==> config.mk <==
export PLATFORM = sky130hd
export DESIGN_NAME = reval_top
export DESIGN_NICKNAME = d
export VERILOG_FILES = /design/src/hdl/reval_pkg.sv /design/src/hdl/reval_if.sv /design/src/hdl/reval_channel.sv /design/src/hdl/reval_top.sv
export VERILOG_INCLUDE_DIRS = /design/src /design/src/hdl
export SDC_FILE = /design/constraint.sdc
export NUM_CORES = 1
export LEC_CHECK = 0
export BUFFER_PORTS_ARGS = -buffer_cell sky130_fd_sc_hd__buf_2
export CAP_MARGIN = 10
export CORE_MARGIN = 3
export CORE_UTILIZATION = 57
export DETAILED_ROUTE_END_ITERATION = 8
export PLACE_DENSITY = 0.78
export SYNTH_ARGS = -nofsm -noshare
export SYNTH_HDL_FRONTEND = slang
export SYNTH_SLANG_ARGS = --single-unit
==> constraint.sdc <==
create_clock -name clk_sys_i -period 6.1 [get_ports clk_sys_i]
set_input_delay 1.22 -clock clk_sys_i [delete_from_list [all_inputs] [get_ports clk_sys_i]]
set_output_delay 1.22 -clock clk_sys_i [all_outputs]
set_load 0.1 [all_outputs]
==> src/hdl/reval_params.svh <==
// constants for the reference input re-validation block
`ifndef REVAL_PARAMS_SVH
`define REVAL_PARAMS_SVH
`define REVAL_CNT_W 10
`define REVAL_BASE_00 10'h002
`define REVAL_BASE_01 10'h010
`define REVAL_BASE_10 10'h020
`define REVAL_BASE_11 10'h040
`define REVAL_SEL_RESET 2'h0
`define REVAL_CODE_00 2'h0
`define REVAL_CODE_01 2'h1
`define REVAL_CODE_10 2'h2
`define REVAL_CODE_11 2'h3
`define REVAL_MISS_DEFAULT 64
`define REVAL_WATCH_W 8
`define REVAL_NUM_REFS 4
`define REVAL_PRIO_W 2
`define REVAL_AUTO_BIT 0
`endif

==> src/hdl/reval_pkg.sv <==
// types for the reference input re-validation block
`include "reval_params.svh"
package reval_pkg;
  typedef logic [`REVAL_CNT_W-1:0] reval_count_t;
  typedef logic [1:0] ref_index_t;
  typedef enum logic [1:0] {st_manual, st_auto_hunt, st_auto_locked} sel_state_t;
endpackage : reval_pkg

==> src/hdl/reval_if.sv <==
// per-input link between the selector top and one re-validation channel
`timescale 1ns/100ps
`include "reval_params.svh"
interface reval_if;
  logic los_event;
  reval_pkg::reval_count_t reload_count;
  logic loss_flag;
  modport ctrl (output los_event, output reload_count, input loss_flag);
  modport chan (input los_event, input reload_count, output loss_flag);
endinterface : reval_if

==> src/hdl/reval_channel.sv <==
// one reference input: synchroniser, missing-edge watch and re-validation counter
`timescale 1ns/100ps
`include "reval_params.svh"
module reval_channel #(
  parameter int MISS_CYCLES = `REVAL_MISS_DEFAULT
) (
  input wire logic clk_sys_i,
  input wire logic reset_n_i,
  input wire logic ref_clk_i,
  reval_if.chan ch
);
  logic sync1_q, sync2_q, prev_q;
  logic sync1_d, sync2_d, prev_d;
  logic [`REVAL_WATCH_W-1:0] watch_q, watch_d;
  reval_pkg::reval_count_t count_q, count_d;
  logic flag_q, flag_d;
  logic rise, miss;

  always_comb
  begin
    sync1_d = ref_clk_i;
    sync2_d = sync1_q;
    prev_d = sync2_q;
    rise = sync2_q & ~prev_q;
    // no edge for one full divided period while flagged
    miss = flag_q & ~rise & (watch_q == `REVAL_WATCH_W'(MISS_CYCLES - 1));
    watch_d = (rise | miss | ~flag_q) ? '0 : watch_q + `REVAL_WATCH_W'(1);
    count_d = count_q;
    flag_d = flag_q;
    // RQ1 load on loss; new event wins over clearing
    if (ch.los_event)
    begin
      count_d = ch.reload_count;
      flag_d = 1'b1;
    end
    // RQ3 reload on missing edge
    else if (miss)
    begin
      count_d = ch.reload_count;
    end
    // RQ2 one step per valid period
    else if (flag_q && rise)
    begin
      count_d = count_q - `REVAL_CNT_W'(1);
      // RQ4 zero transition clears the flag
      if (count_q == `REVAL_CNT_W'(1))
      begin
        flag_d = 1'b0;
      end
    end
  end

  always_ff @(posedge clk_sys_i)
  begin
    if (!reset_n_i)
    begin
      sync1_q <= 1'b0;
      sync2_q <= 1'b0;
      prev_q <= 1'b0;
      watch_q <= '0;
      count_q <= '0;
      flag_q <= 1'b0;
    end
    else
    begin
      sync1_q <= sync1_d;
      sync2_q <= sync2_d;
      prev_q <= prev_d;
      watch_q <= watch_d;
      count_q <= count_d;
      flag_q <= flag_d;
    end
  end

  assign ch.loss_flag = flag_q;

  a_load_on_loss: assert property (@(posedge clk_sys_i) disable iff (!reset_n_i) // RQ1
    ch.los_event |=> flag_q && (count_q == $past(ch.reload_count)))
    else $error("counter not loaded on loss event");
  a_step_down: assert property (@(posedge clk_sys_i) disable iff (!reset_n_i) // RQ2
    (flag_q && rise && !miss && !ch.los_event) |=> (count_q == $past(count_q) - 10'h001))
    else $error("counter did not step by one");
  a_miss_reload: assert property (@(posedge clk_sys_i) disable iff (!reset_n_i) // RQ3
    (miss && !ch.los_event) |=> (count_q == $past(ch.reload_count)) && flag_q)
    else $error("counter not reloaded after missing edge");
  a_flag_release: assert property (@(posedge clk_sys_i) disable iff (!reset_n_i) // RQ4
    $fell(flag_q) |-> ($past(count_q) == 10'h001) && $past(rise))
    else $error("flag cleared without zero transition");
  a_flag_nonzero: assert property (@(posedge clk_sys_i) disable iff (!reset_n_i) // RQ4
    flag_q |-> (count_q != 10'h000))
    else $error("flagged input with empty counter");
endmodule : reval_channel

==> src/hdl/reval_top.sv <==
// four-input re-validation counters with reference selection
// Functional notes
// RQ1 - A loss event on an input loads its counter with the selected count.
// RQ2 - Each valid consecutive divided input period lowers the counter by one.
// RQ3 - A divided period with no edge reloads the counter and restarts the count.
// RQ4 - When the counter reaches zero the input is valid again and its loss flag clears.
// RQ5 - At divide-by-one codes 00..11 give 2, 16, 32 and 64 periods, 00 by default.
// RQ6 - The count scales with the pre-divider, doubling for each step of ratio.
// RQ7 - Each of four inputs has its own counter and flag sharing one count setting.
// RQ8 - Automatic modes pick the active input from loss states and input priorities.
// RQ9 - An input whose loss flag is set is not available for selection.
`timescale 1ns/100ps
`include "reval_params.svh"
module reval_top #(
  parameter int NUM_REFS = `REVAL_NUM_REFS,
  parameter int MISS_CYCLES = `REVAL_MISS_DEFAULT
) (
  input wire logic clk_sys_i,
  input wire logic reset_n_i,
  input wire logic [NUM_REFS-1:0] ref_clk_i,
  input wire logic [NUM_REFS-1:0] signal_loss_event_i,
  input wire logic count_select_wr_i,
  input wire logic [1:0] count_select_data_i,
  input wire logic [1:0] pre_divider_ratio_i,
  input wire logic [1:0] reference_select_mode_i,
  input wire logic [1:0] manual_ref_select_i,
  input wire logic [NUM_REFS*`REVAL_PRIO_W-1:0] ref_priority_i,
  output logic [1:0] revalidation_count_select_o,
  output logic [NUM_REFS-1:0] signal_loss_flag_o,
  output logic [1:0] active_ref_o,
  output logic active_ref_valid_o
);
  logic [1:0] revalidation_count_select_q, revalidation_count_select_d;
  reval_pkg::reval_count_t reload_count;
  logic [NUM_REFS-1:0] loss_flags;
  reval_pkg::sel_state_t state_q, state_d;
  reval_pkg::ref_index_t active_q, active_d;
  logic valid_q, valid_d;
  logic best_found;
  reval_pkg::ref_index_t best_idx;

  // RQ5 base count per code at divide-by-one
  function automatic reval_pkg::reval_count_t base_count(input logic [1:0] code);
    case (code)
      `REVAL_CODE_00: base_count = `REVAL_BASE_00;
      `REVAL_CODE_01: base_count = `REVAL_BASE_01;
      `REVAL_CODE_10: base_count = `REVAL_BASE_10;
      default: base_count = `REVAL_BASE_11;
    endcase
  endfunction : base_count

  // lowest priority value wins; ties go to the lower index
  function automatic logic [2:0] pick_best(input logic [NUM_REFS-1:0] avail,
                                           input logic [NUM_REFS*`REVAL_PRIO_W-1:0] prio);
    logic found;
    logic [1:0] idx;
    logic [`REVAL_PRIO_W-1:0] best;
    found = 1'b0;
    idx = 2'h0;
    best = '1;
    for (int i = 0; i < NUM_REFS; i++)
    begin
      if (avail[i] && (!found || (prio[i*`REVAL_PRIO_W +: `REVAL_PRIO_W] < best)))
      begin
        found = 1'b1;
        idx = 2'(i);
        best = prio[i*`REVAL_PRIO_W +: `REVAL_PRIO_W];
      end
    end
    pick_best = {found, idx};
  endfunction : pick_best

  always_comb
  begin
    revalidation_count_select_d = revalidation_count_select_q;
    if (count_select_wr_i)
    begin
      revalidation_count_select_d = count_select_data_i;
    end
    // RQ6 count doubles per pre-divider step, 512 at most
    reload_count = base_count(revalidation_count_select_q) << pre_divider_ratio_i;
  end

  // RQ7 one independent channel per input, shared reload value
  for (genvar g = 0; g < NUM_REFS; g++)
  begin : g_chan
    reval_if ch_if ();
    assign ch_if.los_event = signal_loss_event_i[g];
    assign ch_if.reload_count = reload_count;
    assign loss_flags[g] = ch_if.loss_flag;
    reval_channel #(
      .MISS_CYCLES(MISS_CYCLES)
    ) u_chan (
      .clk_sys_i(clk_sys_i),
      .reset_n_i(reset_n_i),
      .ref_clk_i(ref_clk_i[g]),
      .ch(ch_if.chan)
    );
  end

  always_comb
  begin
    // RQ9 flagged inputs are excluded from selection
    {best_found, best_idx} = pick_best(~loss_flags, ref_priority_i);
    state_d = state_q;
    active_d = active_q;
    valid_d = valid_q;
    // RQ8 automatic modes track availability and priority
    if (!reference_select_mode_i[`REVAL_AUTO_BIT])
    begin
      state_d = reval_pkg::st_manual;
      active_d = manual_ref_select_i;
      valid_d = ~loss_flags[manual_ref_select_i];
    end
    else
    begin
      case (state_q)
        reval_pkg::st_auto_locked:
        begin
          // keep the current input while it stays healthy, avoiding needless switches
          if (loss_flags[active_q])
          begin
            state_d = best_found ? reval_pkg::st_auto_locked : reval_pkg::st_auto_hunt;
            active_d = best_found ? best_idx : active_q;
            valid_d = best_found;
          end
          else
          begin
            valid_d = 1'b1;
          end
        end
        reval_pkg::st_manual, reval_pkg::st_auto_hunt:
        begin
          state_d = best_found ? reval_pkg::st_auto_locked : reval_pkg::st_auto_hunt;
          active_d = best_found ? best_idx : active_q;
          valid_d = best_found;
        end
        default:
        begin
          state_d = reval_pkg::st_auto_hunt;
          valid_d = 1'b0;
        end
      endcase
    end
  end

  always_ff @(posedge clk_sys_i)
  begin
    if (!reset_n_i)
    begin
      revalidation_count_select_q <= `REVAL_SEL_RESET;
      state_q <= reval_pkg::st_manual;
      active_q <= 2'h0;
      valid_q <= 1'b0;
    end
    else
    begin
      revalidation_count_select_q <= revalidation_count_select_d;
      state_q <= state_d;
      active_q <= active_d;
      valid_q <= valid_d;
    end
  end

  assign revalidation_count_select_o = revalidation_count_select_q;
  assign signal_loss_flag_o = loss_flags;
  assign active_ref_o = active_q;
  assign active_ref_valid_o = valid_q;

  a_table_div1: assert property (@(posedge clk_sys_i) disable iff (!reset_n_i) // RQ5
    (pre_divider_ratio_i == 2'h0) |->
      (reload_count == ((revalidation_count_select_q == 2'h0) ? 10'h002 :
                        (revalidation_count_select_q == 2'h1) ? 10'h010 :
                        (revalidation_count_select_q == 2'h2) ? 10'h020 : 10'h040)))
    else $error("wrong count at divide-by-one");
  a_table_scaled: assert property (@(posedge clk_sys_i) disable iff (!reset_n_i) // RQ6
    (revalidation_count_select_q == 2'h3 && pre_divider_ratio_i == 2'h3) |->
      (reload_count == 10'h200))
    else $error("wrong count at divide-by-eight");
  a_select_write: assert property (@(posedge clk_sys_i) disable iff (!reset_n_i) // RQ7
    count_select_wr_i |=> (revalidation_count_select_o == $past(count_select_data_i)))
    else $error("count setting not stored");
  a_auto_healthy: assert property (@(posedge clk_sys_i) disable iff (!reset_n_i) // RQ8
    ($past(reference_select_mode_i[0]) && active_ref_valid_o) |->
      !$past(loss_flags[active_d]))
    else $error("auto mode chose a lost input");
  a_auto_none: assert property (@(posedge clk_sys_i) disable iff (!reset_n_i) // RQ9
    (reference_select_mode_i[0] && (&loss_flags)) |=> !active_ref_valid_o)
    else $error("valid reference with all inputs lost");
endmodule : reval_top

==> impl_metrics.yaml <==
timing:
  hold_violations: 0
  worst_slew_pin_slew_ps: 1090
  post-route-period-util: 0.532
  maxSlewViolCount: 0
  holdWs_ps: 441
  fmax_ghz: 0.308
  setup_violations: 0
  fin_tns_setup_ps: 0
  period_needed_ps: 3250
  setup_ws_ps: 2850
  slew_headroom: 0.270
  finClkSkew_ps: 8.04
  rsz0062_at_grt: "no"
clocking:
  cts_tree: "built"
  htreeDepth: 3
  clk_pin_slew_worst_paths_ps: 90
  cts_root_buffer: "clkbuf_8"
  cts_hold_buffers: 0
  clock_tree.buffer_depth: 2
  worstSkewPairLatency_ps: 360
  cts_resized: 0
  cts_made_buffers: 9
  cts_setup_buffers: 0
  cts_sinks: 95
synthesis:
  synth_top_flop_cell: "dfxtp_1"
  yosysSeqAreaShare: 0.405
  async_flop_share: 0
  yosys.area.top_type: "dfxtp_1"
  synth_nets: 569
  avgSynthCellArea_um2: 8.88
  synthAdderAreaFrac: 0.0395
  ys_warn_count: 0
  synth_top_family_by_area: "simple AND/OR/NAND/NOR gates"
  synth-edff-count: 0
  syn_area_mm2: 0.00469
  synth_cell_types: 60
  synthSimpleGateAreaFrac: 0.262
  synth_mux_area_frac: 0.0224
  synthTopCellsByArea: "dfxtp_1 41%, nor2_1 7.0%, xor2_1 5.6%"
  synth_compound_area_frac: 0.119
  yosysTopAreaCellShare: 0.405
  synth_cells: 528
  ys_ff_latch: 95
  synth_xor_xnor_area_share: 0.110
final_layout:
  layout_commonest_cell: "dfxtp_1"
  syn_to_final_growth_pct: 9.02
  antenna_cells: 0
  layout_common_cells: "95 x dfxtp_1, 88 x nor2_1, 34 x buf_2"
  nFillCells: 679
  final_area_mm2: 0.00511
  layout-drive-gt1-share: 0.124
  fin_nets: 593
setup_path:
  path_cells: "buf_2 -> o22ai_1 -> ha_1 -> or3_1 -> a31oi_1 -> o21ai_0 -> o31a_1 -> ha_1 -> nand3_1 -> a31oi_1 -> o21ai_1 -> a32o_1"
  cp-startpoint: "ref_priority_i[1]"
  slowest_delay_ps: 380
  reg2reg_from: "g_chan[1].u_chan.ch.loss_flag"
  cp-end-kind: "flip-flop"
  start_kind: "input pin"
  cp_slowest_cell: "or3_1"
  arrival_ps: 3500
  crit_fanout: 4
  critPathRequiredTime_ps: 6360
  path_class: "input pin to flip-flop"
global_route:
  grt_max_degree: 37
  grtUsageTotal: 0.208
  grt_pass1_vias: 3601
  grt_pass1_wl_mm: 16.3
  overflow: 0
  antenna_found_initial: 0
placed_design:
  hpwl_mm: 6.74
  gp_congestion: 0.790
  io_buffer_count: 34
  post-place-ws_ps: 2540
  placed_area_mm2: 0.00489
power_and_ir_drop:
  swShare: 0.285
  power.share.clock: 0.352
  power.switching_w: 0.000377
  powerDensity_mw_per_mm2: 259
  ir_worst_vdd_mv: 0.166
  p_seq_frac: 0.512
  comb_power_share: 0.136
  leakagePower_nw: 1.91
  p_int_w: 0.000946
die:
  core_mm2: 0.00785
  die_h_um: 96.7
  io_pins: 36
  start_util: 0.598
  dieArea_mm2: 0.00935
  num_rows: 32
  die_w_um: 96.7
detailed_routing:
  dr.pass1.iters: 4
  drt-wirelength-per-cell_um: 14.4
  wl_mm: 9.51
  drc_errors: 0
  drt-vias-per-instance: 5.68
  vias: 3745
  final_antenna_net_count: 0
  drt-initial-drc-count: 135
hold_path:
  hp-class: "flip-flop to flip-flop"
  hp-start: "g_chan[0].u_chan.sync1_q"
outcome:
  status: "completed"
run:
  cap_violations: 0
-- state kept, by name (all words and copies together) (netlist names) --
register and cells:
g_chan.u_chan.sync1_q 4, g_chan.u_chan.prev_q 4, revalidation_count_select_o 2, g_chan.u_chan.count_q 40, g_chan.u_chan.ch.loss_flag 4, g_chan.u_chan.prev_d 4
active_ref_o 2, active_ref_valid_o 1, state_q 2, g_chan.u_chan.watch_q 32
-- routing by layer --
metal | up-vias | share of wire | track usage
met3 | 13 | 0.033 | 0.0447
met5 | - | 0 | 0
met1 | 1772 | 0.45 | 0.256
met2 | 53 | 0.50 | 0.351
li1 | 1907 | - | -
met4 | 0 | 0.018 | 0.0853
-- cell type report --
| cell class | instances | area [um2] | share of cell area |
|---|---|---|---|
| clock buffers | 9 | 124 | 0.0242 |
| clock inverters | 7 | 101 | 0.0198 |
| inverters | 23 | 86.3 | 0.0169 |
| multi-input cells | 388 | 2590 | 0.507 |
| flip-flops and latches | 95 | 1900 | 0.372 |
| well taps | 102 | 128 | 0.0250 |
| repair buffers | 35 | 178 | 0.0347 |
-- through the flow --
| step | cells | power [W] | util |
|---|---|---|---|
| finish | 659 | 0.00132 | 0.652 |
| CTS | 659 | 0.00133 | 0.652 |
| detailed placement | 643 | 0.000871 | 0.623 |
| global route | 659 | 0.00138 | 0.652 |
| floorplan | 528 | 0.000830 | - |
| global placement | 643 | 0.000863 | 0.623 |
-- path summary, 6_finish.rpt --
check,end,slack (ps),cells past startpoint
max,active_ref_o[1],2850,12
min,g_chan[0].u_chan.prev_d,440,1
max reg2reg,active_ref_o[1],3030,11
min reg2reg,g_chan[0].u_chan.prev_d,440,1
-- Yosys cell counts, types with 2 or more instances --
cell       instances
nand2_1           20
a21oi_2            2
nand4_1            8
o22ai_1            3
dfxtp_1           95
and2_1            12
nor4_1            10
nand3b_1           7
a311oi_1           2
nand4b_1           4
nor4_4             2
buf_2              8
mux4_2             2
a211oi_1          25
and3b_1            3
and4_1             2
nor4b_1            2
ha_1              14
xnor2_1           29
o21ai_0           15
nand3_1           27
nor3_1             8
a31oi_1            4
clkbuf_1          10
a2bb2oi_1          2
or3_1              4
nor2_1            88
a21oi_1           16
nor2b_1            5
mux2i_1            6
buf_4              4
nand4bb_1          2
and3_1             8
xor2_1            30
nand2b_1           3
inv_1             22
-- worst max-delay path, delay by kind of cell --
kind / cells / cell delay [ps]
fa+ha+maj: 2 / 510
simple gates: 2 / 450
buf+inv: 1 / 110
compound gates: 7 / 1190
-- kinds of logic after synthesis --
logic type | count (synthesis)
AO/OA/AOI/OAI | 81
multiplexers | 8
flip-flops | 95
buffers and inverters | 45
adder cells (fa/ha/maj) | 15
AND/OR/NAND/NOR | 225
XOR/XNOR | 59
-- power by group through the flow --
| stage | clock [W] | sequential, W | combinational [W] |
|---|---|---|---|
| after global placement | 0 | 0.000689 | 0.000174 |
| after global routing | 0.000498 | 0.000682 | 0.000199 |
| final | 0.000465 | 0.000678 | 0.000181 |
| after floorplan | 0 | 0.000701 | 0.000129 |
| after detailed placement | 0 | 0.000691 | 0.000179 |
| after CTS | 0.000474 | 0.000677 | 0.000180 |
Note: power is estimated with default switching activity, not from simulation.
